File: src/core/mac_datapath_pkg.sv
// Package for the extended MAC / ALU / bit manipulation datapath.
// Assumes a single core clock and a decoder that drives one operation per cycle.
package mac_datapath_pkg;
   // Data widths
   localparam int ACC_W = 40;
   localparam int HALF_W = 16;
   localparam int PROD_W = 32;
   // Arithmetic unit control bit positions
   localparam int CTL_W = 16;
   localparam int CTL_FULL_SATURATE_ENABLE_BIT = 10;
   localparam int CTL_P1LSB_BIT = 9;
   localparam logic [CTL_W-1:0] CTL_RESET = 16'h0000;
   // Shift amounts used by the mixed and double precision sums
   localparam int SHIFT_P1_MIX = 15;
   localparam int SHIFT_P1_DBL = 16;
   localparam int SHIFT_ACC_DBL = 14;
   // Saturation bounds at 32 bits, sign extended to 40
   localparam logic [ACC_W-1:0] SAT_POS = 40'h007FFFFFFF;
   localparam logic [ACC_W-1:0] SAT_NEG = 40'hFF80000000;
   localparam logic [ACC_W-1:0] ACC_RESET = 40'h0000000000;
   // Multiplier operand select
   typedef enum logic [2:0] {
      MUL_NONE = 3'h0, MUL_HH_LL = 3'h1, MUL_HL_LH = 3'h2, MUL_MIX = 3'h3,
      MUL_DBL_A = 3'h4, MUL_DBL_B = 3'h5, MUL_SQR = 3'h6, MUL_CLR = 3'h7
   } mul_op_t;
   // Arithmetic unit / add-compare-select operations
   typedef enum logic [3:0] {
      AU_NONE = 4'h0, AU_ADD_P0 = 4'h1, AU_SUB_P0 = 4'h2, AU_ADD_AB = 4'h3,
      AU_CMP_A = 4'h4, AU_CMP_B = 4'h5, AU_CMP_C = 4'h6, AU_MIN = 4'h7,
      AU_ABS = 4'h8, AU_RND = 4'h9, AU_SPLIT_ADD = 4'hA, AU_SPLIT_SUB = 4'hB,
      AU_FFT = 4'hC, AU_ADD_Y = 4'hD, AU_SUB_Y = 4'hE
   } au_op_t;
   // Parallel three-input adder operations
   typedef enum logic [2:0] {
      AD_NONE = 3'h0, AD_THREE = 3'h1, AD_MIX = 3'h2, AD_DBL = 3'h3,
      AD_FFT = 3'h4, AD_ADD_B = 3'h5, AD_SUB_B = 3'h6
   } add_op_t;
   // Bit manipulation operations
   typedef enum logic [1:0] {
      BM_NONE = 2'h0, BM_SHR = 2'h1, BM_SHL = 2'h2, BM_EXP = 2'h3
   } bm_op_t;
endpackage

File: src/core/sat_add3.sv
// Three-operand adder with optional 32-bit saturation of partial and final sums.
// Assumes operands already aligned to the 40-bit accumulator format.
`timescale 1ns/1ps
module sat_add3
   import mac_datapath_pkg::*;
(
   // Operands
   input wire logic [ACC_W-1:0] a_i,
   input wire logic [ACC_W-1:0] b_i,
   input wire logic [ACC_W-1:0] c_i,
   // Control
   input wire logic sat_i,
   // Result
   output logic [ACC_W-1:0] sum_o,
   output logic ovf32_o
);
   logic [ACC_W-1:0] part;
   logic [ACC_W-1:0] part_sat;
   logic [ACC_W-1:0] full;

   // Fits in 32 bits when bits 39..31 agree
   function automatic logic fits32(input logic [ACC_W-1:0] v);
      fits32 = (&v[ACC_W-1:PROD_W-1]) | ~(|v[ACC_W-1:PROD_W-1]);
   endfunction

   function automatic logic [ACC_W-1:0] sat32(input logic [ACC_W-1:0] v);
      if (fits32(v)) begin
         sat32 = v;
      end else if (v[ACC_W-1]) begin
         sat32 = SAT_NEG;
      end else begin
         sat32 = SAT_POS;
      end
   endfunction

   // Partial sum saturated before the third operand is applied
   always_comb begin
      part = a_i + b_i;
      part_sat = sat_i ? sat32(part) : part;
      full = part_sat + c_i;
      sum_o = sat_i ? sat32(full) : full;
      ovf32_o = ~fits32(full);
   end
endmodule

File: src/core/mac_datapath.sv
// Extended-format datapath: dual multipliers, arithmetic unit, adder, bit manip unit.
// Assumes a decoder supplies operation codes and operands each cycle, synchronous to sys_clk_i.
`timescale 1ns/1ps
// What this block does
// - Arithmetic unit or compare-select ops set flags; split mode leaves them alone unless an adder op runs, which sets them.
// - Without arithmetic unit op, the adder or bit manip op sets the flags.
// - With full saturate set, three-input sums saturate partial and final results.
// - Control bit 9 clears the low bit of the second product shifted by 15.
// - Bit manip op runs alone or alongside an arithmetic unit op.
// - Transform op: high and low products added to negated pair accumulators.
// - Compare-select picks a value into destination, adder may update partner.
// - Minimum select runs with exponent into partner accumulator high half.
// - Mixed precision products are 16 bits by 31 bits.
// - Double precision products are 31 by 31, built over several steps.
module mac_datapath
   import mac_datapath_pkg::*;
(
   // Clock and reset
   input wire logic sys_clk_i,
   input wire logic rst_i,
   // Operation selects from the decoder
   input wire mul_op_t mul_op_i,
   input wire au_op_t au_op_i,
   input wire add_op_t add_op_i,
   input wire bm_op_t bm_op_i,
   // Control register write
   input wire logic ctl_we_i,
   input wire logic [CTL_W-1:0] ctl_wdata_i,
   // Operands
   input wire logic [2*HALF_W-1:0] x_i,
   input wire logic [2*HALF_W-1:0] y_i,
   input wire logic [ACC_W-1:0] src_a_i,
   input wire logic [ACC_W-1:0] src_b_i,
   input wire logic [ACC_W-1:0] pair_a_i,
   input wire logic [ACC_W-1:0] pair_b_i,
   input wire logic [5:0] shift_i,
   // Results
   output logic [ACC_W-1:0] dest_o,
   output logic dest_we_o,
   output logic [ACC_W-1:0] pair_o,
   output logic pair_we_o,
   output logic pair_high_only_o,
   output logic [2*HALF_W-1:0] x_o,
   output logic x_we_o,
   output logic [PROD_W-1:0] first_product_o,
   output logic [PROD_W-1:0] second_product_o,
   output logic [CTL_W-1:0] arith_unit_control_0_o,
   // Condition flags
   output logic flag_neg_o,
   output logic flag_zero_o,
   output logic flag_ovf40_o,
   output logic flag_ovf32_o
);
   logic [CTL_W-1:0] ctl_reg;
   logic [PROD_W-1:0] first_product_reg, second_product_reg;
   logic [PROD_W-1:0] first_product_next, second_product_next;
   logic [ACC_W-1:0] dest_reg, dest_next, pair_reg, pair_next;
   logic dest_we_reg, dest_we_next, pair_we_reg, pair_we_next, pair_hi_reg, pair_hi_next;
   logic [2*HALF_W-1:0] x_reg, x_next;
   logic x_we_reg, x_we_next;
   logic neg_reg, zero_reg, ovf40_reg, ovf32_reg;
   logic flag_upd, flag_ovf32;
   logic [ACC_W-1:0] flag_val;
   logic flag_ovf40;
   logic [ACC_W-1:0] p0x, p1x, p1_mix, p1_dbl, p0_half, add_a, add_b, add_c, add_sum;
   logic add_ovf32;
   logic [ACC_W-1:0] bm_res;
   logic [ACC_W:0] au_wide;
   logic signed [HALF_W:0] ma0, mb0, ma1, mb1;
   logic signed [2*HALF_W+1:0] m0, m1;

   wire full_saturate_enable = ctl_reg[CTL_FULL_SATURATE_ENABLE_BIT];
   wire p1lsb_clr = ctl_reg[CTL_P1LSB_BIT];
   wire signed [HALF_W:0] xh = {x_i[2*HALF_W-1], x_i[2*HALF_W-1:HALF_W]};
   wire signed [HALF_W:0] xl_s = {x_i[HALF_W-1], x_i[HALF_W-1:0]};
   wire signed [HALF_W:0] yh = {y_i[2*HALF_W-1], y_i[2*HALF_W-1:HALF_W]};
   wire signed [HALF_W:0] yl_s = {y_i[HALF_W-1], y_i[HALF_W-1:0]};
   // Logical one-bit right shift of a low half, so it acts as a positive 15-bit value
   wire signed [HALF_W:0] xl_lsr = {2'b00, x_i[HALF_W-1:1]};
   wire signed [HALF_W:0] yl_lsr = {2'b00, y_i[HALF_W-1:1]};

   ////////////////////////////////////////////////////////////////////////////////
   // Control register
   always_ff @(posedge sys_clk_i or posedge rst_i) begin
      if (rst_i) begin
         ctl_reg <= CTL_RESET;
      end else if (ctl_we_i) begin
         ctl_reg <= ctl_wdata_i;
      end
   end

   ////////////////////////////////////////////////////////////////////////////////
   // Multiplier operand selection; 17-bit signed operands hold both signed halves
   // and the shifted low halves that form the 31-bit precision products
   always_comb begin
      ma0 = xh;
      mb0 = yh;
      ma1 = xl_s;
      mb1 = yl_s;
      unique case (mul_op_i)
         MUL_HL_LH: begin
            mb0 = yl_s;
            mb1 = yh;
         end
         MUL_MIX: begin
            ma1 = xh;
            mb1 = yl_lsr;
         end
         MUL_DBL_A: begin
            ma0 = xl_lsr;
            ma1 = xh;
            mb1 = yh;
         end
         MUL_DBL_B: begin
            mb0 = yl_lsr;
            ma1 = xl_lsr;
            mb1 = yl_lsr;
         end
         MUL_SQR: begin
            mb0 = xh;
            mb1 = xl_s;
         end
         MUL_NONE, MUL_HH_LL, MUL_CLR: begin
         end
      endcase
      m0 = ma0 * mb0;
      m1 = ma1 * mb1;
   end

   // Product registers load in a single cycle
   always_comb begin
      first_product_next = first_product_reg;
      second_product_next = second_product_reg;
      if (mul_op_i == MUL_CLR) begin
         first_product_next = '0;
         second_product_next = '0;
      end else if (mul_op_i != MUL_NONE) begin
         first_product_next = m0[PROD_W-1:0];
         second_product_next = m1[PROD_W-1:0];
      end
   end

   always_ff @(posedge sys_clk_i or posedge rst_i) begin
      if (rst_i) begin
         first_product_reg <= '0;
         second_product_reg <= '0;
      end else begin
         first_product_reg <= first_product_next;
         second_product_reg <= second_product_next;
      end
   end

   ////////////////////////////////////////////////////////////////////////////////
   // Three-input adder operands built from the current product registers and the accumulator inputs
   always_comb begin
      p0x = {{(ACC_W-PROD_W){first_product_reg[PROD_W-1]}}, first_product_reg};
      p1x = {{(ACC_W-PROD_W){second_product_reg[PROD_W-1]}}, second_product_reg};
      p1_mix = $signed(p1x) >>> SHIFT_P1_MIX;
      if (p1lsb_clr) begin
         p1_mix[0] = 1'b0;
      end
      p1_dbl = $signed(p1x) >>> SHIFT_P1_DBL;
      p0_half = $signed(p0x) >>> 1;
      add_a = '0;
      add_b = '0;
      add_c = '0;
      unique case (add_op_i)
         AD_THREE: begin
            add_a = src_a_i;
            add_b = p0x;
            add_c = p1x;
         end
         AD_MIX: begin
            add_b = p0x;
            add_c = p1_mix;
         end
         AD_DBL: begin
            add_b = p0_half;
            add_c = p1_dbl;
         end
         AD_FFT: begin
            add_a = -pair_a_i;
            add_b = p1x;
         end
         AD_ADD_B: begin
            add_a = pair_a_i;
            add_b = pair_b_i;
         end
         AD_SUB_B: begin
            add_a = pair_a_i;
            add_b = -pair_b_i;
         end
         AD_NONE: begin
         end
      endcase
   end

   sat_add3 u_add (
      .a_i(add_a),
      .b_i(add_b),
      .c_i(add_c),
      .sat_i(full_saturate_enable & (add_op_i == AD_THREE)),
      .sum_o(add_sum),
      .ovf32_o(add_ovf32)
   );

   ////////////////////////////////////////////////////////////////////////////////
   // Bit manipulation unit: shifts and exponent, independent of the arithmetic unit
   always_comb begin
      bm_res = '0;
      unique case (bm_op_i)
         BM_SHR: bm_res = $signed(src_b_i) >>> shift_i;
         BM_SHL: bm_res = src_b_i << shift_i;
         BM_EXP: begin
            // Redundant sign bits: the highest bit that differs from the sign wins,
            // so a zero count from bit 38 is not mistaken for no hit
            bm_res = ACC_W'(ACC_W - 1);
            for (int i = 0; i <= ACC_W-2; i++) begin
               if (src_b_i[i] != src_b_i[ACC_W-1]) begin
                  bm_res = ACC_W'(ACC_W - 2 - i);
               end
            end
         end
         BM_NONE: begin
         end
      endcase
   end

   ////////////////////////////////////////////////////////////////////////////////
   // Arithmetic unit / compare-select and write-back routing
   always_comb begin
      au_wide = '0;
      x_next = x_reg;
      x_we_next = 1'b0;
      dest_next = dest_reg;
      dest_we_next = 1'b0;
      pair_next = pair_reg;
      pair_we_next = 1'b0;
      pair_hi_next = 1'b0;
      unique case (au_op_i)
         AU_ADD_P0: au_wide = {src_a_i[ACC_W-1], src_a_i} + {p0x[ACC_W-1], p0x};
         AU_SUB_P0: au_wide = {src_a_i[ACC_W-1], src_a_i} - {p0x[ACC_W-1], p0x};
         AU_ADD_AB: au_wide = {src_a_i[ACC_W-1], src_a_i} + {src_b_i[ACC_W-1], src_b_i};
         AU_ADD_Y: au_wide = {src_a_i[ACC_W-1], src_a_i} + (ACC_W+1)'($signed(y_i));
         AU_SUB_Y: au_wide = {src_a_i[ACC_W-1], src_a_i} - (ACC_W+1)'($signed(y_i));
         AU_FFT: au_wide = {p0x[ACC_W-1], p0x} - {src_a_i[ACC_W-1], src_a_i};
         // Compare variants: larger, larger-or-equal, smaller of the two
         AU_CMP_A: au_wide = ($signed(src_a_i) > $signed(src_b_i)) ?
            {src_a_i[ACC_W-1], src_a_i} : {src_b_i[ACC_W-1], src_b_i};
         AU_CMP_B: au_wide = ($signed(src_a_i) >= $signed(src_b_i)) ?
            {src_a_i[ACC_W-1], src_a_i} : {src_b_i[ACC_W-1], src_b_i};
         AU_CMP_C, AU_MIN: au_wide = ($signed(src_a_i) < $signed(src_b_i)) ?
            {src_a_i[ACC_W-1], src_a_i} : {src_b_i[ACC_W-1], src_b_i};
         AU_ABS: au_wide = src_a_i[ACC_W-1] ? -{1'b1, src_a_i} : {1'b0, src_a_i};
         AU_RND: au_wide = {src_a_i[ACC_W-1], src_a_i} + (ACC_W+1)'(41'h0000008000) &
            ~(ACC_W+1)'(41'h000000FFFF);
         AU_SPLIT_ADD: begin
            x_next = {16'(src_a_i[2*HALF_W-1:HALF_W] + y_i[2*HALF_W-1:HALF_W]),
               16'(src_a_i[HALF_W-1:0] + y_i[HALF_W-1:0])};
            x_we_next = 1'b1;
         end
         AU_SPLIT_SUB: begin
            x_next = {16'(src_a_i[2*HALF_W-1:HALF_W] - y_i[2*HALF_W-1:HALF_W]),
               16'(src_a_i[HALF_W-1:0] - y_i[HALF_W-1:0])};
            x_we_next = 1'b1;
         end
         AU_NONE: begin
         end
      endcase
      if (au_op_i != AU_NONE && !x_we_next) begin
         dest_next = au_wide[ACC_W-1:0];
         dest_we_next = 1'b1;
      end
      // Adder writes partner, or destination when no arithmetic unit op or a split op runs
      if (add_op_i != AD_NONE) begin
         if (au_op_i == AU_NONE || x_we_next) begin
            dest_next = add_sum;
            dest_we_next = 1'b1;
         end else begin
            pair_next = add_sum;
            pair_we_next = 1'b1;
         end
      end else if (bm_op_i != BM_NONE) begin
         pair_next = bm_res;
         pair_we_next = 1'b1;
         pair_hi_next = (bm_op_i == BM_EXP);
         if (au_op_i == AU_NONE) begin
            dest_next = bm_res;
            dest_we_next = 1'b1;
            pair_we_next = 1'b0;
            pair_hi_next = 1'b0;
         end
      end
   end

   // Flag source selection: non-split arithmetic unit op first, then adder, then bit manip only when no arithmetic unit op runs
   always_comb begin
      flag_upd = 1'b1;
      flag_val = bm_res;
      flag_ovf40 = 1'b0;
      flag_ovf32 = 1'b0;
      if (au_op_i == AU_SPLIT_ADD || au_op_i == AU_SPLIT_SUB) begin
         flag_upd = (add_op_i != AD_NONE);
         flag_val = add_sum;
         flag_ovf32 = add_ovf32;
      end else if (au_op_i != AU_NONE) begin
         flag_val = au_wide[ACC_W-1:0];
         flag_ovf40 = au_wide[ACC_W] ^ au_wide[ACC_W-1];
         flag_ovf32 = ~((&au_wide[ACC_W-1:PROD_W-1]) | ~(|au_wide[ACC_W-1:PROD_W-1]));
      end else if (add_op_i != AD_NONE) begin
         flag_val = add_sum;
         flag_ovf32 = add_ovf32;
      end else begin
         flag_upd = (bm_op_i != BM_NONE);
      end
   end

   ////////////////////////////////////////////////////////////////////////////////
   // Result and flag registers
   always_ff @(posedge sys_clk_i or posedge rst_i) begin
      if (rst_i) begin
         dest_reg <= ACC_RESET;
         dest_we_reg <= 1'b0;
         pair_reg <= ACC_RESET;
         pair_we_reg <= 1'b0;
         pair_hi_reg <= 1'b0;
         x_reg <= '0;
         x_we_reg <= 1'b0;
      end else begin
         dest_reg <= dest_next;
         dest_we_reg <= dest_we_next;
         pair_reg <= pair_next;
         pair_we_reg <= pair_we_next;
         pair_hi_reg <= pair_hi_next;
         x_reg <= x_next;
         x_we_reg <= x_we_next;
      end
   end

   always_ff @(posedge sys_clk_i or posedge rst_i) begin
      if (rst_i) begin
         neg_reg <= 1'b0;
         zero_reg <= 1'b0;
         ovf40_reg <= 1'b0;
         ovf32_reg <= 1'b0;
      end else if (flag_upd) begin
         neg_reg <= flag_val[ACC_W-1];
         zero_reg <= (flag_val == '0);
         ovf40_reg <= flag_ovf40;
         ovf32_reg <= flag_ovf32;
      end
   end

   // Outputs straight from flip-flops
   assign dest_o = dest_reg;
   assign dest_we_o = dest_we_reg;
   assign pair_o = pair_reg;
   assign pair_we_o = pair_we_reg;
   assign pair_high_only_o = pair_hi_reg;
   assign x_o = x_reg;
   assign x_we_o = x_we_reg;
   assign first_product_o = first_product_reg;
   assign second_product_o = second_product_reg;
   assign arith_unit_control_0_o = ctl_reg;
   assign flag_neg_o = neg_reg;
   assign flag_zero_o = zero_reg;
   assign flag_ovf40_o = ovf40_reg;
   assign flag_ovf32_o = ovf32_reg;
endmodule

File: config.mk
export PLATFORM = sky130hd
export DESIGN_NAME = mac_datapath
export DESIGN_NICKNAME = d
export VERILOG_FILES = /design/src/core/mac_datapath_pkg.sv /design/src/core/sat_add3.sv /design/src/core/mac_datapath.sv
export SDC_FILE = /design/constraint.sdc
export NUM_CORES = 2
export LEC_CHECK = 0
export BUFFER_PORTS_ARGS = -buffer_cell sky130_fd_sc_hd__buf_2
export CAP_MARGIN = 20
export CORE_UTILIZATION = 50
export DETAILED_ROUTE_END_ITERATION = 16
export PLACE_DENSITY = 0.72
export SLEW_MARGIN = 20
export SYNTH_ARGS = -nofsm -noshare
export SYNTH_HDL_FRONTEND = slang
export SYNTH_SLANG_ARGS = --single-unit
File: constraint.sdc
create_clock -name sys_clk_i -period 11.2 [get_ports sys_clk_i]
set_input_delay 2.24 -clock sys_clk_i [delete_from_list [all_inputs] [get_ports sys_clk_i]]
set_output_delay 2.24 -clock sys_clk_i [all_outputs]
set_load 0.03 [all_outputs]
Yosys cells after proc, flatten, opt, wreduce, memory -nomap -nowiden
Index checks and enable logic that the tools add are counted.

Add/subtract/negate cells: 16. $mul: 2. $lt $le $gt $ge: 3. Equal/unequal tests: 69. Shifts and indexed selects: 2. Multiplexer cells: 96. Bitwise logic cells: 10. Reductions and logical operators: 27.

Operators with widths (count): 40-bit two-way mux (55); 41-bit case mux with 11 select lines (1); 40-bit case mux with 3 select lines (3); 40-bit case mux with 5 select lines (1); 41-bit two-way mux (4); 32-bit two-way mux (4); 17-bit case mux with 3 select lines (2); 40-bit by 32-bit adder with 41-bit output (2); 40-bit by 32-bit subtractor with 41-bit output (2); 40-bit adder (2); 40-bit negation (2); 17-bit by 17-bit multiplier with 32-bit output (2); 32-bit case mux with 2 select lines (1); 40-bit by 17-bit adder with 41-bit output, second input constant (1); 40-bit by 40-bit adder with 41-bit output (1); 41-bit negation (1); 32-bit by 40-bit subtractor with 41-bit output (1); 40-bit >= comparator (1); 40-bit > comparator (1); 40-bit logical NOT (1); 40-bit less-than comparator (1); 40-bit by 6-bit left shift with 40-bit output (1); 40-bit by 6-bit >>> shifter with 40-bit output (1); 1-bit != test (39); 30 further kinds (95).

Register bits: 200. Input port bits: 261. Output and inout port bits: 200. Logic and storage cells: 239.

Longest topological paths before layout
Depth after elaboration: 45. Depth in mapped cells: 49.

Cells and area by module
Synthesis repeated with hierarchy kept, for this count alone.

Cells, all modules: 7657. Area, all modules: 59614.7 µm².

Modules (own cells, without submodules): mac_datapath (times used 1, cells each 6860, area an instance 54259.5 µm², sequential area each 5004.8 µm²); sat_add3 (times used 1, cells each 797, area an instance 5355.1 µm², sequential area each 0.0 µm²).

Least setup slack after synthesis
No wires, ideal clock.

Path type: input to register. Start point: input port pair_a_i[0]. End point: register zero_reg (netlist: flag_zero_o). Arrival: 12722 ps. Required time: 11125 ps. Setup slack: -1597 ps. Stages on the path: 49. Path buffers: 2. Path through: inv_1 -> ha_1 -> nor3b_1 -> nor3b_1 -> nor3b_1 -> nand2_1 -> or3_1 -> nor3b_1 -> nor3b_1 -> nor3b_1 -> nor3b_1 -> and2_1 -> or3_1 -> nand2_1 -> a22oi_1 -> o21ai_0 -> ha_1 -> a21o_1 -> [... 13 more ...] -> ha_1 -> fa_1 -> a211oi_1 -> o21a_1 -> nor4b_2 -> o311ai_1 -> a2111oi_0 -> o21ai_1 -> mux2i_1 -> and4b_1 -> and3_1 -> nor3_2 -> buf_6 -> a221oi_1 -> nand4_1 -> or4_1 -> o31a_1 -> o2bb2ai_2.

Word-level cells in the longest chain between the ends: 18. Elaborated cells on any way between the ends: 22.

Ends and longest elaborated chain: start, declared (RTL line mac_datapath.sv:34) `input wire logic [ACC_W-1:0] pair_a_i,`; 40-bit negation (RTL line mac_datapath.sv:182) `add_a = -pair_a_i;`; 40-bit case mux with 3 select lines * (RTL line mac_datapath.sv:167) `unique case (add_op_i)`; 40-bit adder * (RTL line sat_add3.sv:38) `part = a_i + b_i;`; 9-bit OR reduction (RTL line sat_add3.sv:23) `fits32 = (&v[ACC_W-1:PROD_W-1]) | ~(|v[ACC_W-1:PROD_W-1]);`; 1-bit inverter (RTL line sat_add3.sv:23); 1-bit bitwise OR (RTL line sat_add3.sv:23); 40-bit two-way mux (RTL line sat_add3.sv:27) `if (fits32(v)) begin`; 40-bit two-way mux * (RTL line sat_add3.sv:39) `part_sat = sat_i ? sat32(part) : part;`; [... 2 more ...]; 1-bit inverter (RTL line sat_add3.sv:23); 1-bit bitwise OR (RTL line sat_add3.sv:23); 40-bit two-way mux (RTL line sat_add3.sv:27); 40-bit two-way mux * (RTL line sat_add3.sv:41) `sum_o = sat_i ? sat32(full) : full;`; 40-bit two-way mux (RTL line mac_datapath.sv:310) `end else if (add_op_i != AD_NONE) begin`; 40-bit two-way mux (RTL line mac_datapath.sv:306) `end else if (au_op_i != AU_NONE) begin`; 40-bit two-way mux * (RTL line mac_datapath.sv:302) `if (au_op_i == AU_SPLIT_ADD || au_op_i == AU_SPLIT_SUB) begin`; 40-bit logical NOT * (RTL line mac_datapath.sv:348) `zero_reg <= (flag_val == '0);`; end signal, assigned (RTL line mac_datapath.sv:348); end, declared (RTL line mac_datapath.sv:61) `logic neg_reg, zero_reg, ovf40_reg, ovf32_reg;`.

Every way passes the cells marked *; elsewhere a longest branch is shown, timed or not. A chain may end at the register's enable or synchronous reset.

Worst setup path in the final report
Start point: input port pair_b_i[4]. End point: register zero_reg (netlist: flag_zero_o).

Word-level cells in the longest chain between the ends: 18. Elaborated cells on any way between the ends: 22.

Ends and longest elaborated chain: start, declared (RTL line mac_datapath.sv:35) `input wire logic [ACC_W-1:0] pair_b_i,`; 40-bit negation (RTL line mac_datapath.sv:191) `add_b = -pair_b_i;`; 40-bit case mux with 5 select lines * (RTL line mac_datapath.sv:167); 40-bit adder * (RTL line sat_add3.sv:38); 9-bit OR reduction (RTL line sat_add3.sv:23); 1-bit inverter (RTL line sat_add3.sv:23); 1-bit bitwise OR (RTL line sat_add3.sv:23); 40-bit two-way mux (RTL line sat_add3.sv:27); 40-bit two-way mux * (RTL line sat_add3.sv:39); [... 2 more ...]; 1-bit inverter (RTL line sat_add3.sv:23); 1-bit bitwise OR (RTL line sat_add3.sv:23); 40-bit two-way mux (RTL line sat_add3.sv:27); 40-bit two-way mux * (RTL line sat_add3.sv:41); 40-bit two-way mux (RTL line mac_datapath.sv:310); 40-bit two-way mux (RTL line mac_datapath.sv:306); 40-bit two-way mux * (RTL line mac_datapath.sv:302); 40-bit logical NOT * (RTL line mac_datapath.sv:348).

Marks and branches as above.

==> impl_metrics.json <==
{
  "start_util": 0.505,
  "synth-edff-count": 0,
  "cp.arrival_ns": 12.54,
  "drive_above_1_share": 0.216,
  "final_core_util": 0.607,
  "wl_met1_um": 95100,
  "nFillCells": 10300,
  "ant_nets": 0,
  "area.sequential_sq_um": 5000,
  "hp-class": "reg -> reg",
  "period_needed_ns": 12.05,
  "pre_cts_ws_ns": -1.70,
  "slew_viol_final": 0,
  "clock_skew_ns": 0.0473,
  "cts_buffers": 17,
  "crit_top_cell": "buf_6",
  "path_buf_inv": 11,
  "ioPinCount": 461,
  "viasPerCell": 6.50,
  "clk_latency_ns": 0.58,
  "max_freq_mhz": 83.0,
  "portBuffers": 460,
  "top_layer": "met5",
  "ys_async_sr_fraction": 1.00,
  "hold_ws_ns": 0.473,
  "ctsHoldBuffers": 0,
  "path_clk_slew_ns": 0.10,
  "die-width_um": 339,
  "stdcell_count": 9767,
  "synth_area_per_cell_sq_um": 7.73,
  "drc": 0,
  "synthesis.nets": 8575,
  "ys.warnings.count": 0,
  "grt_pass1_wl_um": 399000,
  "status": "finished with violations",
  "worst-path-max-fanout": 5,
  "cts_tree": "built",
  "startpoint_type": "input port",
  "htree_num_levels": 4,
  "synth_area_sq_um": 56900,
  "firstDrtPassIters": 9,
  "hold_viol": 0,
  "synthCells": 7355,
  "yosysSeqAreaShare": 0.0880,
  "dpl.hpwl_um": 218000,
  "antenna_found_initial": 27,
  "fp.dieH_um": 339,
  "cp.required_ns": 11.69,
  "die_area_sq_um": 115000,
  "grt_overflow": 0,
  "cts_max_path_buffers": 2,
  "drt-total-wl_um": 274000,
  "rrSetupSlack_ns": 1.21,
  "wl_met3_um": 29000,
  "path_class": "in -> reg",
  "wl_met2_um": 118000,
  "violations": "setup timing",
  "worst_pin_slew_ns": 1.35,
  "vias": 63500,
  "end_kind": "flip-flop",
  "place_congestion": 1.07,
  "synthFlopType": "dfrtp_1",
  "root_buffer": "clkbuf_16",
  "synth_seq_cells": 200,
  "cap_violations": 0,
  "drt-wirelength-per-cell_um": 28.0,
  "grt_max_degree": 69,
  "coreArea_sq_um": 113000,
  "ys_types": 109,
  "rsz0062_at_grt": "yes",
  "clock-sinks": 200,
  "fin_crit_sh": 1.08,
  "setup_ws_ns": -0.852,
  "dp_cells": 9600,
  "critical_path.slowest_cell": "or4b_4",
  "multi_input_area_sq_um": 48900,
  "critPathTopFamily": "simple AND/OR/NAND/NOR gates",
  "fin_nets": 9457,
  "maxSlewHeadroom": 0.0895,
  "area_growth_syn_to_layout_pct": 20.2,
  "report.final.setup_viol": 69,
  "grt_pass1_vias": 61200,
  "max_stage_delay_ns": 0.54,
  "fp-row-count": 123,
  "grt_usage": 0.465,
  "first_iter_violations": 7046
}
-- sequential cells by signal (all words and copies together), names as in the netlist, 16 cells and up --
register / flops
x_o: 32
arith_unit_control_0_o: 16
second_product_o: 32
pair_o: 40
dest_o: 40
first_product_o: 32
-- timing repair --
action	CTS	global route
gates resized for setup	65	216
setup endpoints to repair	69	83
pin swaps	59	75
hold endpoints to repair	0	0
gates cloned	1	4
setup buffers	55	65
-- worst paths after layout --
check,endpoint,cells past startpoint,from
worst max-delay path,flag_zero_o,47,pair_b_i[4]
worst min-delay path,x_o[27],2,x_o[27]
worst max register to register,flag_zero_o,46,first_product_o[1]
worst min register to register,x_o[27],2,x_o[27]
max in group asynchronous,second_product_o[26],3,rst_i
min in group asynchronous,x_we_o,2,rst_i
-- cells in the final DEF, fill, tap and decap left out, types with 75 or more instances in the layout --
master / netlist / layout
a21o_1: 114 / 114
a21oi_1: 439 / 391
a22oi_1: 95 / 94
buf_2: 24 / 457
buf_4: 2 / 798
dfrtp_1: 200 / 200
fa_1: 556 / 555
ha_1: 403 / 399
inv_1: 695 / 692
mux2i_1: 150 / 149
mux4_2: 94 / 94
nand2_1: 890 / 887
nand3_1: 135 / 132
nor2_1: 699 / 689
nor3_1: 195 / 184
o21ai_0: 427 / 410
o21ai_1: 77 / 75
xnor2_1: 217 / 217
xor2_1: 140 / 138
-- layer usage --
metal,vias up,track usage
met5,-,0
met4,30,0.426
met3,1262,0.121
met2,4039,0.709
met1,30600,0.534
li1,27600,-
-- synth_stat cells (all sizes together) (24+ instances only) --
library cell    n  area (sq um)
a21oi         440          2210
or4            38           312
o22ai          33           206
nor2b          59           369
nand3         136           686
nand2         891          3350
inv           698          2620
mux2           59           668
and2           52           325
or3            67           424
a221oi         60           544
buf            77           349
o221ai         59           517
nand2b         68           425
ha            403          5040
nor4           49           334
nand4          47           294
o31ai          47           353
a21boi         24           180
nor2          701          2640
o21bai         39           293
or2            26           165
a221o          24           240
fa            556         11100
xnor2         217          1900
clkbuf        385          1450
a31oi          47           300
a22oi          95           713
dfrtp         200          5000
o21ai         504          2520
mux4           94          2120
and3           45           282
mux2i         150          1500
a211oi         65           493
o211ai         59           443
a21o          114           856
xor2          141          1240
a22o           27           236
o21a           70           526
nor3          198          1010
-- cell families after synthesis --
group	Yosys count	share of synthesized area
flops	200	0.0880
mux	303	0.0754
xor+xnor	359	0.0557
buf+inv	1165	0.0780
simple gates	2443	0.196
fa+ha+maj	959	0.284
compound gates	1926	0.222
-- area by class of cell --
cell class	instances	share of cell area
diodes	17	0.000622
clock inverters	15	0.00317
well taps	1500	0.0275
flip-flops and latches	200	0.0732
inverters	703	0.0390
multi-input cells	5992	0.715
clock buffers	17	0.00622
repair buffers	1323	0.135
-- metrics by stage --
stage,setup TNS [ns],cell area (sq um)
after floorplan,-6.28,57100
after global placement,-75.75,65300
after detailed placement,-92.58,65300
after CTS,-10.61,66700
after global routing,-46.80,68300
final,-22.33,68400
-- worst reg2reg max path, delay by kind of cell, from the launching register on --
family                     cells  cell delay (ns)
buffers and inverters         12             1.73
and+or+nand+nor                7             1.29
AOI/OAI and AO/OA             23             5.40
xor gates and xnor gates       1             0.20
adders and majority gates      3             0.73
DFF                            1             0.57
Power is left out: the tool's default activity adds up to more than one toggle a clock period on the data nets, which glitch-free logic cannot reach.
